## config.mk

```make
export PLATFORM = sky130hd
export DESIGN_NAME = cms_mode_select
export DESIGN_NICKNAME = d
export VERILOG_FILES = /design/src/rtl/cms_pkg.sv /design/src/rtl/cms_mode_select.sv /design/src/rtl/cms_timing.sv
export VERILOG_INCLUDE_DIRS = /design/src /design/src/rtl
export SDC_FILE = /design/constraint.sdc
export NUM_CORES = 2
export LEC_CHECK = 0
export ABC_AREA = 0
export BUFFER_PORTS_ARGS = -buffer_cell sky130_fd_sc_hd__buf_4
export CAP_MARGIN = 20
export CORE_MARGIN = 1
export CORE_UTILIZATION = 55
export DETAILED_ROUTE_END_ITERATION = 10
export GPL_TIMING_DRIVEN = 0
export PLACE_DENSITY = 0.71
export SYNTH_ARGS = -nofsm -noshare
export SYNTH_HDL_FRONTEND = slang
export SYNTH_HIERARCHICAL = 1
export SYNTH_SLANG_ARGS = --single-unit
```

## constraint.sdc

```tcl
create_clock -name clk_sys -period 5.3 [get_ports clk_sys]
set_input_delay 0.265 -clock clk_sys [delete_from_list [all_inputs] [get_ports clk_sys]]
set_output_delay 0.265 -clock clk_sys [all_outputs]
set_load 0.005 [all_outputs]
```

## src/rtl/cms_defs.svh

```systemverilog
// Constants for the compatibility mode and stack select block.
// Assumes inclusion by bare name from rtl/ sources.
`ifndef CMS_DEFS_SVH
`define CMS_DEFS_SVH
`define CMS_MODE_BIT 3
`define CMS_BANK_BIT 0
`define CMS_SEL_RESET 4'h8
`define CMS_SEL_WIDTH 4
`define CMS_PC_WIDTH 14
`define CMS_PUSH_LEGACY 2'h2
`define CMS_PUSH_EXT 2'h3
`define CMS_CALL_ABS_LEGACY 3'h3
`define CMS_CALL_ABS_EXT 3'h4
`define CMS_CALL_FIX_LEGACY 3'h2
`define CMS_CALL_FIX_EXT 3'h3
`endif

```

## src/rtl/cms_pkg.sv

```systemverilog
// Types shared by the mode select block.
// Assumes cms_defs.svh is compiled alongside.
package cms_pkg;
    typedef enum logic [2:0] {
        CMS_OP_NONE,
        CMS_OP_CALL_ABS,
        CMS_OP_CALL_FIX,
        CMS_OP_EXT_BRANCH,
        CMS_OP_EXT_CALL,
        CMS_OP_RETURN
    } cms_op_e;

    typedef struct packed {
        cms_op_e op;
        logic [13:0] target;
    } cms_req_s;

    typedef struct packed {
        logic legacyMode;
        logic stackBank;
        logic [1:0] pushBytes;
        logic [2:0] callCycles;
    } cms_mode_s;
endpackage : cms_pkg

```

## src/rtl/cms_mode_select.sv

```systemverilog
// Mode select, stack bank and call sequencing for a 4-bit core.
// Assumes one request per idle cycle on the machine-cycle clock.
`timescale 1ns/1ps
`include "cms_defs.svh"
module cms_mode_select (
    input wire logic clk_sys,
    input wire logic srst,
    input wire logic selWrEn,
    input wire logic [3:0] selWrData,
    input wire logic reqValid,
    input wire cms_pkg::cms_req_s req,
    input wire logic [13:0] pcCurrent,
    output logic [3:0] selRdData,
    output cms_pkg::cms_mode_s modeOut,
    output logic busy,
    output logic illegalOp,
    output logic stackWrEn,
    output logic [8:0] stackAddr,
    output logic [3:0] stackWrData,
    output logic pcLoad,
    output logic [13:0] pcNext
);
    typedef enum logic [1:0] {CMS_IDLE, CMS_PUSH, CMS_WAIT} cms_state_e;

    logic [3:0] sel_q, sel_d;
    cms_state_e state_q, state_d;
    logic [2:0] cnt_q, cnt_d;
    logic [1:0] bytesLeft_q, bytesLeft_d;
    logic [13:0] retPc_q, retPc_d, tgt_q, tgt_d;
    logic [7:0] sp_q, sp_d;
    logic [13:0] savedPc [0:255];
    logic illegal_q, illegal_d;
    logic wr_q, wr_d;
    logic [3:0] wrData_q, wrData_d;
    logic pcLoad_q, pcLoad_d;
    logic [13:0] pcNext_q, pcNext_d;
    logic [1:0] pushBytes;
    logic [2:0] callCycles;
    logic legacy;
    logic isCall, isRet;

    assign legacy = sel_q[`CMS_MODE_BIT];

    cms_timing u_timing (
        .legacyMode(legacy),
        .op(req.op),
        .pushBytes(pushBytes),
        .callCycles(callCycles)
    );

    always_comb begin
        sel_d = sel_q;
        if (selWrEn) begin
            sel_d = selWrData;
        end
    end

    always_comb begin
        isCall = reqValid && (req.op == cms_pkg::CMS_OP_CALL_ABS
            || req.op == cms_pkg::CMS_OP_CALL_FIX
            || (req.op == cms_pkg::CMS_OP_EXT_CALL && !legacy));
        isRet = reqValid && req.op == cms_pkg::CMS_OP_RETURN && sp_q != 8'h00;
        state_d = state_q;
        cnt_d = cnt_q;
        bytesLeft_d = bytesLeft_q;
        retPc_d = retPc_q;
        tgt_d = tgt_q;
        sp_d = sp_q;
        illegal_d = 1'b0;
        wr_d = 1'b0;
        wrData_d = wrData_q;
        pcLoad_d = 1'b0;
        pcNext_d = pcNext_q;
        case (state_q)
            CMS_IDLE: begin
                if (reqValid && legacy && (req.op == cms_pkg::CMS_OP_EXT_BRANCH
                    || req.op == cms_pkg::CMS_OP_EXT_CALL)) begin
                    illegal_d = 1'b1;
                end else if (reqValid && req.op == cms_pkg::CMS_OP_EXT_BRANCH) begin
                    pcLoad_d = 1'b1;
                    pcNext_d = req.target;
                end else if (isCall) begin
                    retPc_d = pcCurrent;
                    tgt_d = req.target;
                    bytesLeft_d = pushBytes;
                    cnt_d = (req.op == cms_pkg::CMS_OP_EXT_CALL) ?
                        `CMS_CALL_ABS_EXT : callCycles;
                    state_d = CMS_PUSH;
                end else if (isRet) begin
                    // Extended mode restores all bits; legacy keeps the low 12
                    pcLoad_d = 1'b1;
                    pcNext_d = legacy ? {pcCurrent[13:12], savedPc[sp_q - 8'h01][11:0]}
                        : savedPc[sp_q - 8'h01];
                    sp_d = sp_q - 8'h01;
                end
            end
            CMS_PUSH: begin
                wr_d = 1'b1;
                case (bytesLeft_q)
                    2'h3: wrData_d = {2'b00, retPc_q[13:12]};
                    2'h2: wrData_d = retPc_q[11:8];
                    default: wrData_d = retPc_q[7:4];
                endcase
                bytesLeft_d = bytesLeft_q - 2'h1;
                cnt_d = cnt_q - 3'h1;
                if (bytesLeft_q == 2'h1) begin
                    sp_d = sp_q + 8'h01;
                    if (cnt_q <= 3'h1) begin
                        // Fixed calls jump with the last push; absolute and extended calls wait one cycle more
                        pcLoad_d = 1'b1;
                        pcNext_d = tgt_q;
                        state_d = CMS_IDLE;
                    end else begin
                        state_d = CMS_WAIT;
                    end
                end
            end
            CMS_WAIT: begin
                // Pad out to the documented call length
                cnt_d = cnt_q - 3'h1;
                if (cnt_q <= 3'h1) begin
                    pcLoad_d = 1'b1;
                    pcNext_d = tgt_q;
                    state_d = CMS_IDLE;
                end
            end
            default: begin
                state_d = CMS_IDLE;
            end
        endcase
    end

    always_ff @(posedge clk_sys) begin
        if (srst) begin
            sel_q <= `CMS_SEL_RESET;
            state_q <= CMS_IDLE;
            cnt_q <= 3'h0;
            bytesLeft_q <= 2'h0;
            retPc_q <= 14'h0000;
            tgt_q <= 14'h0000;
            sp_q <= 8'h00;
            illegal_q <= 1'b0;
            wr_q <= 1'b0;
            wrData_q <= 4'h0;
            pcLoad_q <= 1'b0;
            pcNext_q <= 14'h0000;
        end else begin
            sel_q <= sel_d;
            state_q <= state_d;
            cnt_q <= cnt_d;
            bytesLeft_q <= bytesLeft_d;
            retPc_q <= retPc_d;
            tgt_q <= tgt_d;
            sp_q <= sp_d;
            illegal_q <= illegal_d;
            wr_q <= wr_d;
            wrData_q <= wrData_d;
            pcLoad_q <= pcLoad_d;
            pcNext_q <= pcNext_d;
        end
    end

    // Return address shadow; plain array, no reset needed
    always_ff @(posedge clk_sys) begin
        if (state_q == CMS_PUSH && bytesLeft_q == 2'h1) begin
            savedPc[sp_q] <= retPc_q;
        end
    end

    logic [8:0] addr_q;
    always_ff @(posedge clk_sys) begin
        if (srst) begin
            addr_q <= 9'h000;
        end else begin
            addr_q <= {sel_q[`CMS_BANK_BIT], sp_q};
        end
    end

    logic [3:0] rd_q;
    cms_pkg::cms_mode_s mode_q;
    logic busy_q;
    always_ff @(posedge clk_sys) begin
        if (srst) begin
            rd_q <= `CMS_SEL_RESET;
            mode_q <= '{legacyMode: 1'b1, stackBank: 1'b0, pushBytes: `CMS_PUSH_LEGACY,
                callCycles: 3'h1};
            busy_q <= 1'b0;
        end else begin
            rd_q <= sel_q;
            mode_q <= '{legacyMode: legacy, stackBank: sel_q[`CMS_BANK_BIT],
                pushBytes: pushBytes, callCycles: callCycles};
            busy_q <= state_d != CMS_IDLE;
        end
    end

    assign selRdData = rd_q;
    assign modeOut = mode_q;
    assign busy = busy_q;
    assign illegalOp = illegal_q;
    assign stackWrEn = wr_q;
    assign stackAddr = addr_q;
    assign stackWrData = wrData_q;
    assign pcLoad = pcLoad_q;
    assign pcNext = pcNext_q;

    reset_mode_a: assert property (@(posedge clk_sys) $fell(srst) |-> sel_q[3] == 1'b1)
        else $error("mode bit not set after reset");
    write_both_a: assert property (@(posedge clk_sys) disable iff (srst)
        selWrEn |=> sel_q == $past(selWrData))
        else $error("select write lost");
    ext_block_a: assert property (@(posedge clk_sys) disable iff (srst)
        (state_q == CMS_IDLE && reqValid && legacy
        && req.op == cms_pkg::CMS_OP_EXT_BRANCH) |=> illegalOp && !pcLoad)
        else $error("extended branch ran in legacy mode");
    // Pushes start in the push state and are registered, so the first write shows two cycles after the request
    push_legacy_a: assert property (@(posedge clk_sys) disable iff (srst)
        (state_q == CMS_IDLE && isCall && legacy)
        |=> !stackWrEn ##1 stackWrEn[*2] ##1 !stackWrEn)
        else $error("legacy call push count wrong");
    push_ext_a: assert property (@(posedge clk_sys) disable iff (srst)
        (state_q == CMS_IDLE && isCall && !legacy)
        |=> !stackWrEn ##1 stackWrEn[*3] ##1 !stackWrEn)
        else $error("extended call push count wrong");
    abs_legacy_a: assert property (@(posedge clk_sys) disable iff (srst)
        (state_q == CMS_IDLE && isCall && legacy && req.op == cms_pkg::CMS_OP_CALL_ABS)
        |=> !pcLoad[*3] ##1 pcLoad)
        else $error("legacy absolute call length wrong");
    abs_ext_a: assert property (@(posedge clk_sys) disable iff (srst)
        (state_q == CMS_IDLE && isCall && !legacy && req.op == cms_pkg::CMS_OP_CALL_ABS)
        |=> !pcLoad[*4] ##1 pcLoad)
        else $error("extended absolute call length wrong");
    fix_legacy_a: assert property (@(posedge clk_sys) disable iff (srst)
        (state_q == CMS_IDLE && isCall && legacy && req.op == cms_pkg::CMS_OP_CALL_FIX)
        |=> !pcLoad[*2] ##1 pcLoad)
        else $error("legacy fixed call length wrong");
    fix_ext_a: assert property (@(posedge clk_sys) disable iff (srst)
        (state_q == CMS_IDLE && isCall && !legacy && req.op == cms_pkg::CMS_OP_CALL_FIX)
        |=> !pcLoad[*3] ##1 pcLoad)
        else $error("extended fixed call length wrong");
    bank_addr_a: assert property (@(posedge clk_sys) disable iff (srst)
        ##1 stackAddr[8] == $past(sel_q[0]))
        else $error("stack bank not from select register");
endmodule : cms_mode_select

```

## src/rtl/cms_timing.sv

```systemverilog
// Per-mode push nibble counts and call cycle counts.
// Pure combinational; fed from the select register in the same clock.
`timescale 1ns/1ps
`include "cms_defs.svh"
module cms_timing (
    input wire logic legacyMode,
    input wire cms_pkg::cms_op_e op,
    output logic [1:0] pushBytes,
    output logic [2:0] callCycles
);
    always_comb begin
        pushBytes = legacyMode ? `CMS_PUSH_LEGACY : `CMS_PUSH_EXT;
        case (op)
            cms_pkg::CMS_OP_CALL_ABS: begin
                callCycles = legacyMode ? `CMS_CALL_ABS_LEGACY : `CMS_CALL_ABS_EXT;
            end
            cms_pkg::CMS_OP_CALL_FIX: begin
                callCycles = legacyMode ? `CMS_CALL_FIX_LEGACY : `CMS_CALL_FIX_EXT;
            end
            default: begin
                callCycles = 3'h1;
            end
        endcase
    end
endmodule : cms_timing

```

# After elaboration in Yosys (flattened, before gate mapping)
# Memories as Yosys holds them, arrays and structs flattened.
# Index checks and enable logic that the tools add are counted.
# op_classes
multipliers,0
n_shift,0
n_eq_ne,18
n_mux,46
n_div,0
order_cmp,1
n_reduce_logical,25
n_addsub,4
n_bitwise,3
# op_table
operator,count
$mux 14,7
$pmux 14 s3,1
$mux 8,5
$mux 2,9
$pmux 8 s2,1
$mux 3,5
$mux 1,12
$pmux 3 s2,2
$reduce_and 4->1,3
$ne 2x2->1 const B,5
$add 8x1->8 const B,1
$logic_and 1x1->1,8
$pmux 4 s2,1
$reduce_bool 8->1,1
$sub 8x1->8 const B,1
$eq 2x2->1 const B,3
$eq 3x2->1 const B,2
$eq 3x3->1 const B,2
$ne 3x3->1 const B,2
$pmux 2 s3,1
$reduce_and 6->1,1
$reduce_bool 2->1,3
$reduce_and 5->1,1
$eq 2x1->1 const B,2
13 further kinds,18
# totals
ramBits,3584
n_memories,1
ff_bits,89
output_inout_bits,42
latch_bits,0
rom_bits,0
# memory_table
name,depth,word_bits,rd,rd_clocked_by_memory_dff,write_ports,line,source
savedPc,256,14,1,0,1,cms_mode_select.sv:31,logic [13:0] savedPc [0:255];

# Longest topological paths before layout
# depth
ltp_word,9
ltp_mapped,20
depth_no_buf,10

# Cells and area by module
# Netlist, hierarchy kept.
# by_module_without_submodules
mod,area_each_um2,instances,cells_per_inst
cms_mode_select,142007.4,1,6858
cms_timing,73.8,1,9

# Least setup slack after synthesis
# OpenSTA, ideal clock, no wires.
# synth_timing
kind,register -> register
start,register retPc_q[12]
end,memory savedPc[0][12] (data pin)
stages_incl_launch_ff,1
arrival_ns,3.413
path_buffers,0
path_slack_ns,1.028
path_cell_list,dfxtp_1
# synth_lines
item,line,source
"start, declared",cms_mode_select.sv:29,"logic [13:0] retPc_q, retPc_d, tgt_q, tgt_d;"
"start signal, assigned",cms_mode_select.sv:152,retPc_q <= retPc_d;
"end, declared",cms_mode_select.sv:31,
# No word-level cell before the write port.

# Final worst setup path
# layout_timing
start,register sp_q[0]
end,register pcNext_q[1] (netlist: pcNext[1])
# layout_between
elab_chain_len,8
# layout_lines
item,line,source
"start, declared",cms_mode_select.sv:30,"logic [7:0] sp_q, sp_d;"
"start signal, assigned",cms_mode_select.sv:154,sp_q <= sp_d;
$sub 8x1->8,"cms_mode_select.sv:92, cms_mode_select.sv:93",
$mem_v2 256x14,-,
$mux 14,cms_mode_select.sv:92,"pcNext_d = legacy ? {pcCurrent[13:12], savedPc[sp_q - 8'h01][11:0]}"
$mux 14,cms_mode_select.sv:89,end else if (isRet) begin
$mux 14,cms_mode_select.sv:82,end else if (isCall) begin
$mux 14,cms_mode_select.sv:79,end else if (reqValid && req.op == cms_pkg::CMS_OP_EXT_BRANCH) begin
$mux 14,cms_mode_select.sv:76,if (reqValid && legacy && (req.op == cms_pkg::CMS_OP_EXT_BRANCH
$pmux 14 s3,cms_mode_select.sv:74,case (state_q)
"end signal, assigned",cms_mode_select.sv:159,pcNext_q <= pcNext_d;
"end, declared",cms_mode_select.sv:36,"logic [13:0] pcNext_q, pcNext_d;"
# Several ways; a longest one is shown, not always the timed one. The select of a mux whose other input is x is not followed.
# A chain may end at the register's enable or synchronous reset.

==> impl_metrics.yaml <==
placement:
  hpwl_um: 283400
  port_buffers: 79
  gp_congestion: 1.059
sta:
  fin_crit_ns: 5.500
  worstMarginPinSlew_ns: 1.288
  final.period_utilization_pct: 103.8
  hold_violations: 0
  rsz0062_at_grt: "no"
  slew_headroom_pct: 14.16
  finalSetupViolCount: 5
  fin_ws_ns: -0.1999
  drv_slew: 0
  max_freq_mhz: 181.8
  clock_skew_ns: 0.08517
  fin_setup_tns_ns: -0.4163
yosys:
  ys_warn_count: 6
  synth_nets: 6920
  synth_edf_count: 3584
  syn-instance-count: 6867
  ys_seq_elements: 3670
  synth_area_um2: 142100
  synthArstFlopShare_pct: 0
  yosys.cell_types.count: 71
  avgSynthCellArea_um2: 20.69
  synth_top_flop_cell: "edfxtp_1"
  seq_area_frac_synth_pct: 76.96
grt:
  top_usage_layer: "met2"
  grt_pass1_vias: 74370
  grt_max_degree: 93
  grt_overflow: 0
  grt_use_total_pct: 32.67
  met2_usage_pct: 48.40
  grt_util_met3_pct: 10.52
  gr-usage-met1_pct: 43.17
  antenna_found_initial: 26
  grt_pass1_wl_um: 579800
critical_path:
  critPathLaunchType: "register"
  setup.reg_to_reg.worst_slack_ns: -0.20
  timing.rr.end: "pcNext[1]"
  critPathTopFamily: "buffers and inverters"
  path_buf_inv: 10
  required_ns: 6.23
  reg2reg_from: "sp_q[0]"
  worstRegToRegCells: 19
  crit_path_end_kind: "register"
  cp_slowest_cell: "o22ai_1"
  path_max_fanout: 12
  crit_top_cell: "buf_12"
  worstPathCellList: "buf_8, buf_16, buf_12, buf_16, buf_12, inv_6, ha_1, buf_4, buf_12, buf_6, clkbuf_1, mux4_2, nand2_1, a21oi_1, nor2_1, o22ai_1, a221oi_1, nor2_1, o31a_1"
  worst-setup-path-type: "reg -> reg"
  critical-path-max-stage-delay_ns: 0.63
  arrival_ns: 6.43
detailed_routing:
  ant_nets: 0
  dr.pass1.iters: 8
  drtIter0Drc: 12600
  wire_per_inst_um: 37.35
  num_vias: 76900
  routed_via_density: 6.813
  drc: 0
  routed_wl_um: 421600
final_layout:
  nets: 7668
  drive_gt1_share_pct: 29.40
  final_cell_mix: "edfxtp_1 (3,584), mux4_2 (971), nand2_1 (680)"
  area_growth_syn_to_layout_pct: 15.50
  layout_commonest_cell: "edfxtp_1"
run_status:
  status: "complete, but fails checks"
  violations: "negative setup slack"
hold_path:
  hold_class: "in -> reg"
  min_from: "pcCurrent[6]"
  min_path_cells: 4
  hold_end: "retPc_q[6]"
clock_network:
  clk_latency_ns: 1.00
  cts_sinks: 3670
  cts.htree.levels: 5
  cts.reportedPaths.clkPinSlew_ns: 0.06
  cts_tree: "done"
  cts_root_buffer: "clkbuf_16"
  clock_path_buffers: 4
  cts_made_buffers: 376
floorplanning:
  die_w_um: 510.3
  ioPinCount: 81
  core-area_um2: 256900
  die_area_um2: 260400
  rows: 186
  start_util_pct: 55.30
  die_y_um: 510.3
pwr:
  max-vdd-ir-drop_v: 0.0004277
  p_total_mw: 61.97
  power.density_nw_per_um2: 377.6
  p_leak_nw: 50.47
job:
  cap_viol_max_count: 0
## per-stage QoR
step	setup WS, ns	instances	hold WS (ns)	area [µm²]	utilization (%)
after floorplan	1.028	6867	0.3452	142100	-
after global placement	-4.008	10330	0.4474	146900	57.18
after detailed placement	-3.288	10570	0.4513	151200	58.84
after CTS	0.005953	11260	0.03457	163900	63.80
after global routing	0.05649	11270	0.08232	164100	63.86
final	-0.1999	11290	0.09579	164100	63.87
## worst max path at each step
stage | start | end | slack, ns | cells past startpoint
2_1_floorplan | retPc_q[12] | savedPc[0][12] | 1.03 | 0
3_3_place_gp | retPc_q[4] | savedPc[99][4] | -4.01 | 0
3_5_place_dp | sp_q[0] | pcNext[12] | -3.29 | 19
4_1_cts | sp_q[0] | pcNext[4] | 0.006 | 18
5_1_grt | sp_q[0] | pcNext[7] | 0.06 | 19
6_report | sp_q[0] | pcNext[1] | -0.20 | 19
## power by group
group	total [mW]	internal, mW	switching (mW)	leakage, nW
logic	4.38	1.34	3.04	12.2
clock network	25.7	14.9	10.9	5.72
registers	31.8	31.7	0.119	32.6
total	62.0	48.0	14.0	50.5
## synth_stat cells, types with 5 or more instances
library cell  instances  area share, %
nor2b_1              22          0.097
nor4_1               15          0.066
and2_1                6          0.026
o31a_1               15          0.092
clkbuf_1            191           0.50
or2_2                 6          0.026
a21oi_1             123           0.43
and3_1               55           0.24
mux2i_1              16           0.11
nor3_1               24          0.085
xnor2_1               7          0.043
buf_1                25          0.066
a211oi_1              6          0.032
nand4_1              32           0.14
a32o_1               13          0.092
edfxtp_1           3584             76
mux4_2              971             15
buf_2               152           0.54
o21ai_0              35           0.12
inv_1                11          0.029
o21bai_1             14          0.074
nor3b_1               5          0.026
o22ai_1              26           0.11
dfxtp_1              86            1.2
buf_4                34           0.18
a31oi_1              36           0.16
buf_6                15           0.12
a221oi_1             14          0.086
a2111oi_0             5          0.031
nand2_1             680            1.8
ha_1                 14           0.12
nor2_1              343           0.91
nand3_1             181           0.64
nand2b_1             16          0.070
a22oi_1               8          0.042
a311oi_1             29           0.18
## metal layers
layer  vias up  share of wire [%]
li1      29710                  -
met5         -              0.037
met4        21                6.6
met1     40030                 35
met3      1177                 14
met2      5959                 45
## registers in the layout (all words and copies together) (netlist names), 3 cells and up
| register | cells |
|---|---|
| modeOut | 5 |
| retPc_q | 14 |
| stackAddr | 8 |
| sp_q | 8 |
| pcNext | 14 |
| tgt_q | 14 |
| cnt_q | 3 |
| stackWrData | 4 |
| selRdData | 4 |
| savedPc | 3584 |
| sel_q | 4 |
## cells by family (layout without fill, tap and decap cells)
family          after synthesis  after routing  share of synthesized area (%)
buf+inv                     429           1449                          1.436
mux                         987            987                          15.50
fa+ha+maj                    14             14                         0.1233
other cells                   1             16                       0.002639
simple gates               1409           1409                          4.296
compound gates              346            346                          1.600
xor+xnor                     11             11                        0.07838
flops                      3670           3670                          76.96
## tightest hold or removal path: stages
cell and delay (ns):
dlygate4sd3_1 0.54, buf_4 0.13, nand2_1 0.04, a21oi_1 0.05
## timing repair
| item | in CTS | in global routing |
|---|---|---|
| resized for setup | 169 | 28 |
| setup endpoints to repair | 970 | 14 |
| hold buffers | 45 | 0 |
| buffers inserted | 5 | 4 |
| gates cloned | 0 | 0 |
| pin swaps | 11 | 6 |
| endpoints found under the hold margin | 64 | 0 |
## cell type report
type	count	area [µm²]
Sequential cell	3670	109400
Fill cell	16670	92830
Multi-Input combinational cell	2768	31390
Clock buffer	464	9897
Timing Repair Buffer	371	4853
Tap cell	3384	4234
Buffer	416	2410
Clock inverter	186	1833
Inverter	12	50.05
Antenna cell	15	37.54
(Power assumes the default switching activity.)
